File: src/rtl/sirq_pkg.sv
// sirq_pkg: register map, field positions, reset values and carrier types
// assumes a 16-bit register port with a small word index, single clock domain
package sirq_pkg;
	localparam logic [3:0]  ADDR_STATUS      = 4'h0;
	localparam logic [3:0]  ADDR_MASK        = 4'h1;
	localparam logic [3:0]  ADDR_PIN_CFG     = 4'h2;
	localparam logic [3:0]  ADDR_THRESH      = 4'h6;
	localparam logic [3:0]  ADDR_PIN_ALT     = 4'hB;
	localparam int          BIT_FLUSH        = 15;
	localparam int          BIT_RSVD7        = 7;
	localparam int          BIT_SLOT_B       = 6;
	localparam int          BIT_SLOT_A       = 5;
	localparam int          BIT_THR_BLOCK    = 8;
	localparam int          BIT_P1_DRV       = 9;
	localparam int          BIT_P1_POL       = 8;
	localparam int          BIT_P0_ENA       = 2;
	localparam int          BIT_P0_DRV       = 1;
	localparam int          BIT_P0_POL       = 0;
	localparam int          THR_LSB          = 8;
	localparam int          ALT_LSB          = 8;
	localparam logic [4:0]  RSVD_LOW_ALL     = 5'h1F;
	localparam logic [15:0] MASK_RESET       = 16'h01FF;
	localparam logic [15:0] PIN_CFG_RESET    = 16'h0000;
	localparam logic [5:0]  THRESH_RESET     = 6'h00;
	localparam logic [4:0]  ALT_RESET        = 5'h00;
	localparam logic [4:0]  ALT_IRQ          = 5'h01;
	localparam int          BUF_BYTES        = 128;

	typedef struct packed {
		logic        wr;
		logic        rd;
		logic [3:0]  addr;
		logic [15:0] wdata;
	} sirq_req_t;

	typedef struct packed {
		logic valid;
		logic slot_a;
		logic slot_b;
		logic pop;
		logic [15:0] data;
	} sirq_smp_t;

	typedef struct packed {
		logic o;
		logic oe_n;
	} sirq_pin_t;
endpackage : sirq_pkg

File: src/rtl/sirq_pin_drv.sv
// sirq_pin_drv: turns an internal interrupt level into pin level and enable
// assumes the pad resolves the wire; enable is active low
`timescale 1ns/1ps
module sirq_pin_drv
	import sirq_pkg::*;
(
	input  wire logic       irq_in,
	input  wire logic       enable_in,
	input  wire logic       open_drain_in,
	input  wire logic       active_low_in,
	output sirq_pkg::sirq_pin_t pin_out
);
	wire logic level_w = irq_in ^ active_low_in;
	wire logic drive_w = enable_in & (~open_drain_in | irq_in);
	assign pin_out.o    = level_w;
	assign pin_out.oe_n = ~drive_w;
endmodule : sirq_pin_drv

File: src/rtl/sirq_ctrl.sv
// sirq_ctrl: interrupt status, masks, sample buffer and two interrupt pins
// assumes a synchronous 16-bit register port and a sample source that honours full
//
// Summary of operation
// - status upper byte reports bytes currently held in the sample buffer
// - writing one to status bit 15 empties the sample buffer
// - reserved status bit 7 clears when written with one
// - reserved status bits 4:0 clear when all five are written with ones
// - slot flags at bits 6 and 5 set on event, clear on one
// - writing zero to a slot flag leaves it unchanged
// - each slot interrupt raised on its sample if its mask permits
// - threshold block bit 8 enables when zero, blocks when one, resets one
// - slot block bits 6 and 5 disable when one, reset to one
// - pin one drive bit 9: zero always driven, one open drain
// - pin one polarity bit 8: zero active high, one active low
// - pin zero enable bit 2 low floats pin, status keeps working
// - threshold interrupt holds while stored words exceed threshold
// - pin zero polarity bit 0: zero active high, one active low
// - pin one carries the interrupt when its function select is one
`timescale 1ns/1ps
module sirq_ctrl
	import sirq_pkg::*;
(
	input  wire logic                clk_sys_in,
	input  wire logic                arst_n_in,
	input  wire logic                ce_in,
	input  wire sirq_pkg::sirq_req_t req_in,
	input  wire sirq_pkg::sirq_smp_t smp_in,
	output logic [15:0]              rdata_out,
	output logic [15:0]              pop_data_out,
	output logic                     buf_full_out,
	output sirq_pkg::sirq_pin_t      pin_zero_out,
	output sirq_pkg::sirq_pin_t      pin_one_out
);
	import sirq_pkg::*;

	localparam int AW = $clog2(BUF_BYTES / 2);

	logic [15:0]   mem [BUF_BYTES / 2];
	logic [AW-1:0] wp_r;
	logic [AW-1:0] rp_r;
	logic [AW:0]   words_r;
	logic          flag_a_r;
	logic          flag_b_r;
	logic          rsvd7_r;
	logic [4:0]    rsvd_lo_r;
	logic [15:0]   mask_r;
	logic [15:0]   pcfg_r;
	logic [5:0]    thr_r;
	logic [4:0]    alt_r;
	logic          irq_r;
	sirq_pin_t     p0_w;
	sirq_pin_t     p1_w;

	function automatic logic hit(input sirq_req_t r, input logic [3:0] a);
		hit = r.wr && (r.addr == a);
	endfunction : hit

	wire logic       wr_stat_w = hit(req_in, ADDR_STATUS);
	wire logic       flush_w   = wr_stat_w & req_in.wdata[BIT_FLUSH];
	wire logic       full_w    = words_r == (AW + 1)'(BUF_BYTES / 2);
	wire logic       push_w    = smp_in.valid & ~full_w & ~flush_w;
	wire logic       pop_w     = smp_in.pop & (words_r != '0) & ~flush_w;
	wire logic [7:0] bytes_w   = 8'({words_r, 1'b0}); // one word holds two bytes
	wire logic       thr_hit_w = 7'(words_r) > {1'b0, thr_r};
	wire logic       src_a_w   = flag_a_r & ~mask_r[BIT_SLOT_A];
	wire logic       src_b_w   = flag_b_r & ~mask_r[BIT_SLOT_B];
	wire logic       src_t_w   = thr_hit_w & ~mask_r[BIT_THR_BLOCK];
	wire logic       irq_nxt   = src_a_w | src_b_w | src_t_w;
	wire logic       p1_irq_w  = (alt_r == ALT_IRQ) & irq_r;
	// set wins over a simultaneous clear
	wire logic       a_nxt     = smp_in.slot_a | (flag_a_r & ~(wr_stat_w & req_in.wdata[BIT_SLOT_A]));
	wire logic       b_nxt     = smp_in.slot_b | (flag_b_r & ~(wr_stat_w & req_in.wdata[BIT_SLOT_B]));
	wire logic [15:0] stat_w   = {bytes_w, rsvd7_r, flag_b_r, flag_a_r, rsvd_lo_r};

	logic [15:0] rd_nxt;
	always_comb begin
		case (req_in.addr)
			ADDR_STATUS:  rd_nxt = stat_w;
			ADDR_MASK:    rd_nxt = mask_r;
			ADDR_PIN_CFG: rd_nxt = pcfg_r;
			ADDR_THRESH:  rd_nxt = 16'({thr_r, 8'h00});
			ADDR_PIN_ALT: rd_nxt = 16'({alt_r, 8'h00});
			default:      rd_nxt = 16'h0000;
		endcase
	end

	// pin 0 always carries the interrupt; pin 1 only in interrupt function
	sirq_pin_drv u_drv0 (
		.irq_in        (irq_r),
		.enable_in     (pcfg_r[BIT_P0_ENA]),
		.open_drain_in (pcfg_r[BIT_P0_DRV]),
		.active_low_in (pcfg_r[BIT_P0_POL]),
		.pin_out       (p0_w)
	);
	sirq_pin_drv u_drv1 (
		.irq_in        (p1_irq_w),
		.enable_in     (1'b1),
		.open_drain_in (pcfg_r[BIT_P1_DRV]),
		.active_low_in (pcfg_r[BIT_P1_POL]),
		.pin_out       (p1_w)
	);

	always_ff @(posedge clk_sys_in) begin
		if (ce_in && push_w) begin
			mem[wp_r] <= smp_in.data;
		end
	end

	always_ff @(posedge clk_sys_in or negedge arst_n_in) begin
		if (!arst_n_in) begin
			wp_r    <= '0;
			rp_r    <= '0;
			words_r <= '0;
		end else if (ce_in) begin
			if (flush_w) begin
				wp_r    <= '0;
				rp_r    <= '0;
				words_r <= '0;
			end else begin
				wp_r    <= wp_r + AW'(push_w);
				rp_r    <= rp_r + AW'(pop_w);
				words_r <= words_r + (AW + 1)'(push_w) - (AW + 1)'(pop_w);
			end
		end
	end

	always_ff @(posedge clk_sys_in or negedge arst_n_in) begin
		if (!arst_n_in) begin
			flag_a_r  <= 1'b0;
			flag_b_r  <= 1'b0;
			rsvd7_r   <= 1'b0;
			rsvd_lo_r <= 5'h00;
		end else if (ce_in) begin
			flag_a_r <= a_nxt;
			flag_b_r <= b_nxt;
			if (wr_stat_w && req_in.wdata[BIT_RSVD7]) begin
				rsvd7_r <= 1'b0;
			end
			if (wr_stat_w && req_in.wdata[4:0] == RSVD_LOW_ALL) begin
				rsvd_lo_r <= 5'h00;
			end
		end
	end

	always_ff @(posedge clk_sys_in or negedge arst_n_in) begin
		if (!arst_n_in) begin
			mask_r <= MASK_RESET;
			pcfg_r <= PIN_CFG_RESET;
			thr_r  <= THRESH_RESET;
			alt_r  <= ALT_RESET;
		end else if (ce_in) begin
			if (hit(req_in, ADDR_MASK)) begin
				mask_r <= req_in.wdata;
			end
			if (hit(req_in, ADDR_PIN_CFG)) begin
				pcfg_r <= req_in.wdata;
			end
			if (hit(req_in, ADDR_THRESH)) begin
				thr_r <= req_in.wdata[THR_LSB +: 6];
			end
			if (hit(req_in, ADDR_PIN_ALT)) begin
				alt_r <= req_in.wdata[ALT_LSB +: 5];
			end
		end
	end

	// outputs registered; pin level lags the interrupt by one cycle
	always_ff @(posedge clk_sys_in or negedge arst_n_in) begin
		if (!arst_n_in) begin
			irq_r        <= 1'b0;
			rdata_out    <= 16'h0000;
			pop_data_out <= 16'h0000;
			buf_full_out <= 1'b0;
			pin_zero_out <= '{o: 1'b0, oe_n: 1'b1};
			pin_one_out  <= '{o: 1'b0, oe_n: 1'b0};
		end else if (ce_in) begin
			irq_r        <= irq_nxt;
			rdata_out    <= rd_nxt;
			pop_data_out <= mem[rp_r];
			buf_full_out <= full_w;
			pin_zero_out <= p0_w;
			pin_one_out  <= p1_w;
		end
	end
endmodule : sirq_ctrl

File: config.mk
export PLATFORM = sky130hd
export DESIGN_NAME = sirq_ctrl
export DESIGN_NICKNAME = d
export VERILOG_FILES = /design/src/rtl/sirq_pkg.sv /design/src/rtl/sirq_pin_drv.sv /design/src/rtl/sirq_ctrl.sv
export SDC_FILE = /design/constraint.sdc
export NUM_CORES = 1
export LEC_CHECK = 0
export BUFFER_PORTS_ARGS = -buffer_cell sky130_fd_sc_hd__buf_2
export CAP_MARGIN = 15
export CORE_MARGIN = 3
export CORE_UTILIZATION = 55
export CTS_CLUSTER_DIAMETER = 150
export DETAILED_ROUTE_END_ITERATION = 12
export PLACE_DENSITY = 0.69
export SYNTH_ARGS = -nofsm -noshare
export SYNTH_HDL_FRONTEND = slang
export SYNTH_SLANG_ARGS = --single-unit
export TNS_END_PERCENT = 10
File: constraint.sdc
create_clock -name clk_sys_in -period 4.15 [get_ports clk_sys_in]
set_clock_uncertainty 0.05 [all_clocks]
set_input_delay 0.83 -clock clk_sys_in [delete_from_list [all_inputs] [get_ports clk_sys_in]]
set_output_delay 0.83 -clock clk_sys_in [all_outputs]
set_load 0.1 [all_outputs]
Word-level counts from Yosys, hierarchy flattened --
Memory sizes are Yosys's and may differ from the RTL's. A register that Yosys moved wholly into a read port is not among the register bits. Cells that the tools add are included. W data, S select, Z words.
Operators by class: reductions and logical operators 13, div/mod/pow operators 0, muxes and demuxes 6, multiply operators 0, order comparisons 1, add/subtract/negate cells 4, equal/unequal tests 6, shift operators 0, bitwise logic cells 33
Operators by type and width (count):
- $pmux W16 S5 | 1
- $and A1 B1 Y1 | 14
- $add A6 B1 Y6 | 2
- $mux W6 | 2
- $not A1 Y1 | 11
- $reduce_and A2 Y1 | 4
- $add A7 B1 Y7 | 1
- $eq A7 B7 Y1 const B | 1
- $gt A7 B6 Y1 | 1
- $mux W7 | 1
- $reduce_bool A7 Y1 | 1
- $sub A7 B1 Y7 | 1
- $logic_and A1 B1 Y1 | 6
- $or A1 B1 Y1 | 6
- $eq A5 B1 Y1 const B | 1
- $eq A4 B1 Y1 const B | 1
- $eq A4 B2 Y1 const B | 1
- $eq A4 B3 Y1 const B | 1
- $eq A4 B4 Y1 const B | 1
- $logic_not A4 Y1 | 1
- $mux W1 | 2
- $xor A1 B1 Y1 | 2
- $logic_not A1 Y1 | 1
Storage, ports and cells: RAM bits 1024, logic and storage cells 80, output and inout port bits 37, memory bits (read-only) 0, input bits 45, bits in latches 0, memories 1, flip-flop bits (word level) 86
Memory list:
- mem | depth 64, bits a word 16, read ports 1, clocked after memory_dff 1, write ports 1, line sirq_ctrl.sv:39 | logic [15:0] mem [BUF_BYTES / 2];

Depth between registers and ports, before layout --
depth after elaboration 8, mapped depth 18, gate-level depth less buffers 18

Modules after synthesis --
A second synthesis with hierarchy kept.
Unflattened totals: cell total of the unflattened synthesis 2223, area total of the unflattened synthesis 44063.5 sq um
Modules (own cells, without submodules):
- sirq_ctrl | cells an instance 2215, seq. area each 33314.5 sq um, area each 44013.5 sq um, instances 1
- sirq_pin_drv | cells an instance 4, seq. area each 0.0 sq um, area each 25.0 sq um, instances 2

Worst setup path before layout --
OpenSTA, ideal clock, no wires.
kind input -> register, start in req_in[19] in the netlist's numbering, end reg words_r[6], required time 3.968 ns, path buffers 2, setup slack 0.268 ns, cell stages on the path 16, arrival time 3.701 ns, setup time 0.132 ns, cells stage by stage buf_2 > nor4_1 > nand3_1 > clkbuf_1 > and3_1 > ha_1 > inv_1 > ha_1 > inv_1 > fa_1 > nand2b_1 > a21oi_1 > o2111ai_1 > o311ai_0 > mux2i_1 > o21ai_0
Between the ends: cells in the longest elaborated chain, start to end 8, elaborated cells on any way between the ends 9, classes of those cells add/sub (2); mux (1); bitwise (4); reduce/logical (2)
Ends and longest elaborated chain:
- from (decl) | line sirq_ctrl.sv:27 | input wire sirq_pkg::sirq_req_t req_in,
- $logic_not A4 Y1 * | line sirq_ctrl.sv:56 | hit = r.wr && (r.addr == a);
- $logic_and A1 B1 Y1 * | line sirq_ctrl.sv:56
- $and A1 B1 Y1 * | line sirq_ctrl.sv:60 | wire logic flush_w = wr_stat_w & req_in.wdata[BIT_FLUSH];
- $not A1 Y1 | line sirq_ctrl.sv:62, sirq_ctrl.sv:63
- $and A1 B1 Y1 | line sirq_ctrl.sv:62 | wire logic push_w = smp_in.valid & ~full_w & ~flush_w;
- $add A7 B1 Y7 | line sirq_ctrl.sv:123 | words_r <= words_r + (AW + 1)'(push_w) - (AW + 1)'(pop_w);
- $sub A7 B1 Y7 | line sirq_ctrl.sv:123
- $mux W7 * | line sirq_ctrl.sv:116 | if (flush_w) begin
- to (signal assigned) | line sirq_ctrl.sv:123
- to (decl) | line sirq_ctrl.sv:42 | logic [AW:0] words_r;
Every way passes the cells marked *; elsewhere a longest branch is shown, timed or not. A chain may end at the register's enable or synchronous reset.

Worst setup path after layout --
start reg words_r[2], end reg words_r[6]
Between the ends: cells in the longest elaborated chain, start to end 7, elaborated cells on any way between the ends 10, classes of those cells add/sub (2); eq/ne (1); mux (1); bitwise (5); reduce/logical (1)
Ends and longest elaborated chain:
- $eq A7 B7 Y1 | line sirq_ctrl.sv:61 | wire logic full_w = words_r == (AW + 1)'(BUF_BYTES / 2);
- $not A1 Y1 | line sirq_ctrl.sv:62
- $and A1 B1 Y1 (2 in a row) | line sirq_ctrl.sv:62
- $add A7 B1 Y7 | line sirq_ctrl.sv:123
- $sub A7 B1 Y7 * | line sirq_ctrl.sv:123
- $mux W7 * | line sirq_ctrl.sv:116
Marks and branches as above.

==> results_dict.tcl <==
set metrics [dict create \
    outcome "complete, no violations" \
    seq_power_share 0.441 \
    critical_path_class "reg -> reg" \
    die_y_um 289.1 \
    wl_met2_um 48070 \
    core_region_area_mm2 0.07913 \
    first_pass_iters 5 \
    viasPerCell 6.362 \
    fmax_ghz 0.2667 \
    gp_congestion 0.8709 \
    synth_cells 2233 \
    cts_tree "yes" \
    fin_crit_ns 3.749 \
    cts-hold-fix-buffers 0 \
    insertion_delay_ns 0.69 \
    p_int_w 0.02106 \
    nets 2503 \
    hold_class "in -> async" \
    max_slew_margin 0.1881 \
    area_delta_synth_final_pct 13.10 \
    yosys.area.top_type "edfxtp_1" \
    post_cts_buffers 0 \
    ctsHtreeMaxLevel 3 \
    switching_power_w 0.008927 \
    antenna_cells 0 \
    grt_pass1_vias 22550 \
    drt-met1-wl_um 41410 \
    die_w_um 289.1 \
    finalHoldViolCount 0 \
    setup_viol 0 \
    grt.overflow.total 0 \
    avgSynthCellArea_um2 19.74 \
    ys_async_sr_fraction 0.09059 \
    ir_drop_uv 374.7 \
    synth_edf_count 1024 \
    antenna_left 0 \
    rsz0062_at_grt "no" \
    ys_ff_latch 1126 \
    ys_top_cells_by_area "edfxtp_1 (70%), mux4_2 (11%), dfrtp_1 (5.2%)" \
    synth_warnings 0 \
    initialDrtViolationCount 2704 \
    wl_per_cell_um 28.72 \
    ys.flop_type "edfxtp_1" \
    clk_pin_slew_ns 0.06 \
    wl_met3_um 10340 \
    clockBufferDepth 3 \
    yosys-top-cells-count "edfxtp_1 (1024), mux4_2 (225), nor2_1 (108)" \
    crit_fanout 4 \
    setup_tns_ns 0 \
    synth.net_count 2298 \
    ctsRootBufferMaster "clkbuf_16" \
    dp_hpwl_um 62950 \
    synth_area_mm2 0.04407 \
    die_area_mm2 0.08356 \
    vias 22770 \
    crit_required_ns 4.62 \
    top_layer "met5" \
    cp.arrival_ns 4.22 \
    power_density_mw_per_mm2 601.5 \
    row_count 103 \
    wl_um 102800 \
    clock_sinks 1126 \
    pwr-share-comb 0.235 \
    portBuffers 80 \
    start_kind "register" \
    seq_area_frac_synth 0.7559 \
    fin_crit_sh 0.9033 \
    switching_share 0.2977 \
    cap_violations 0 \
    cts_made_buffers 111 \
    route.detailed.drc 0 \
    grt_use_total 0.2508 \
    antenna_found_initial 3 \
    synth_top_area_frac 0.6977 \
    crit_path_end_kind "register" \
    synth.most_common_cell "edfxtp_1" \
    grt_pass1_wl_um 152300 \
    maxSlewViolCount 0 \
    clkPwrFrac 0.324 \
    power.leakage_nw 16.51 \
    layout-drive-gt1-share 0.2618 \
    start_util 0.5570 \
    grt_max_degree 81 \
    worstMarginPinSlew_ns 1.218 \
    p_total_w 0.02998 \
    synth_cell_types 62 \
    io_pins 82 \
]
==> stage by stage <==
| step | cells | instance area [um2] | hold slack (ns) | worst slack [ns] | util |
|---|---|---|---|---|---|
| global route | 3579 | 49850 | 0.3401 | 0.09333 | 0.6299 |
| finish | 3579 | 49850 | 0.2665 | 0.4011 | 0.6299 |
| CTS | 3578 | 49830 | 0.2759 | 0.3449 | 0.6297 |
| floorplan | 2233 | 44070 | 0.3620 | 0.2675 | - |
| global placement | 3374 | 46280 | 0.3737 | 0.1223 | 0.5849 |
| detailed placement | 3374 | 46280 | 0.3963 | 0.04329 | 0.5849 |
==> routing by layer <==
metal / track usage / up-vias
met1: 0.3744 / 11880
met5: 0 / -
met2: 0.3828 / 1148
li1: - / 9564
met4: 0.07813 / 4
met3: 0.04626 / 173
==> worst max-delay path: stages, from the launching register on <==
cell,delay (ns)
dfrtp_1,0.45
inv_1,0.12
ha_1,0.22
nor4bb_2,0.17
buf_4,0.16
nand2_1,0.06
nand2_1,0.11
nor2_1,0.21
inv_1,0.07
ha_1,0.28
inv_1,0.06
ha_1,0.16
inv_1,0.06
fa_1,0.40
nand2b_1,0.19
a21oi_2,0.23
o2111ai_1,0.13
o311ai_0,0.15
mux2i_1,0.22
o21ai_0,0.10
==> flip-flops by register name (all words and copies together) (netlist names) <==
signal,flops
mask_r,16
pin_one_out,2
flag_a_r,1
rp_r,6
rdata_out,16
alt_r,5
buf_full_out,1
thr_r,6
pop_data_out,16
pcfg_r,16
flag_b_r,1
irq_r,1
pin_zero_out,2
mem,1024
words_r,7
wp_r,6
==> worst paths after layout <==
path / slack (ns) / start / endpoint / cells after the start
max: 0.40 / words_r[2]$_DFFE_PN0P_ / words_r[6]$_DFFE_PN0P_ / 19
min: 0.27 / arst_n_in / rdata_out[1]$_DFFE_PN0P_ / 1
max reg2reg: 0.40 / words_r[2]$_DFFE_PN0P_ / words_r[6]$_DFFE_PN0P_ / 19
min reg2reg: 0.43 / pcfg_r[2]$_DFFE_PN0P_ / pin_zero_out[0]$_DFFE_PN1P_ / 1
max in group asynchronous: 2.84 / arst_n_in / wp_r[1]$_DFFE_PN0P_ / 2
min in group clk_sys_in: 0.34 / req_in[4] / mask_r[4]$_DFFE_PN1P_ / 2
==> power by group through the flow <==
stage | clock network (W) | registers [W] | logic, W
global placement | 0 | 0.0134 | 0.00690
finish | 0.00971 | 0.0132 | 0.00704
global route | 0.0103 | 0.0133 | 0.00747
CTS | 0.00984 | 0.0132 | 0.00705
floorplan | 0 | 0.0138 | 0.00438
detailed placement | 0 | 0.0134 | 0.00702
==> area by class of cell <==
type | count | area [um2]
sequential | 1126 | 33320
fill | 5313 | 29280
multi-input combinational | 946 | 9958
clock buffer | 137 | 2958
timing repair buffer | 221 | 1587
tap | 1050 | 1314
clock inverter | 67 | 585.6
inverter | 32 | 120.1
==> cell families (layout without fill, tap and decap cells) <==
logic type                 count (synthesis)  after routing  share of synthesized area
adders and majority gates                 20             20                   0.005849
buffers and inverters                    161            457                    0.01865
AOI/OAI and AO/OA                        285            285                    0.04457
and+or+nand+nor                          278            278                    0.02771
muxes                                    359            359                     0.1465
DFF                                     1126           1126                     0.7559
xor gates and xnor gates                   4              4                  0.0007949
==> repair_timing <==
action                                  4_1_cts  5_1_grt
gates resized for setup                       0        2
hold endpoints to repair                      0        0
endpoints found under the setup margin        0        1
==> placed cells by master (no fill, tap or decap), types with 4 or more instances in the layout <==
master,Yosys,layout
nor3_1,7,7
nand4_1,5,5
a222oi_1,8,8
a221oi_1,16,16
a211oi_1,31,31
inv_1,31,30
nor2_1,108,106
buf_12,2,10
nand2b_1,8,8
mux4_2,225,225
bufinv_16,0,9
clkinv_2,0,17
edfxtp_1,1024,1024
clkinv_1,1,34
a21oi_1,54,53
o22ai_1,25,25
buf_4,14,132
dfstp_2,10,10
o211ai_1,15,15
o21ai_0,41,41
ha_1,19,19
nand2_1,90,90
o2bb2ai_1,11,11
o221ai_1,17,17
and3_1,5,5
clkbuf_1,51,20
clkbuf_16,0,113
mux2i_1,96,96
nand3_1,41,41
a22oi_1,39,39
dfrtp_1,92,89
clkbuf_8,0,4
xnor2_1,4,4
buf_2,36,79
o21a_1,4,4
mux2_2,38,38
a31oi_1,5,5
Power figures use the tool's default switching activity.
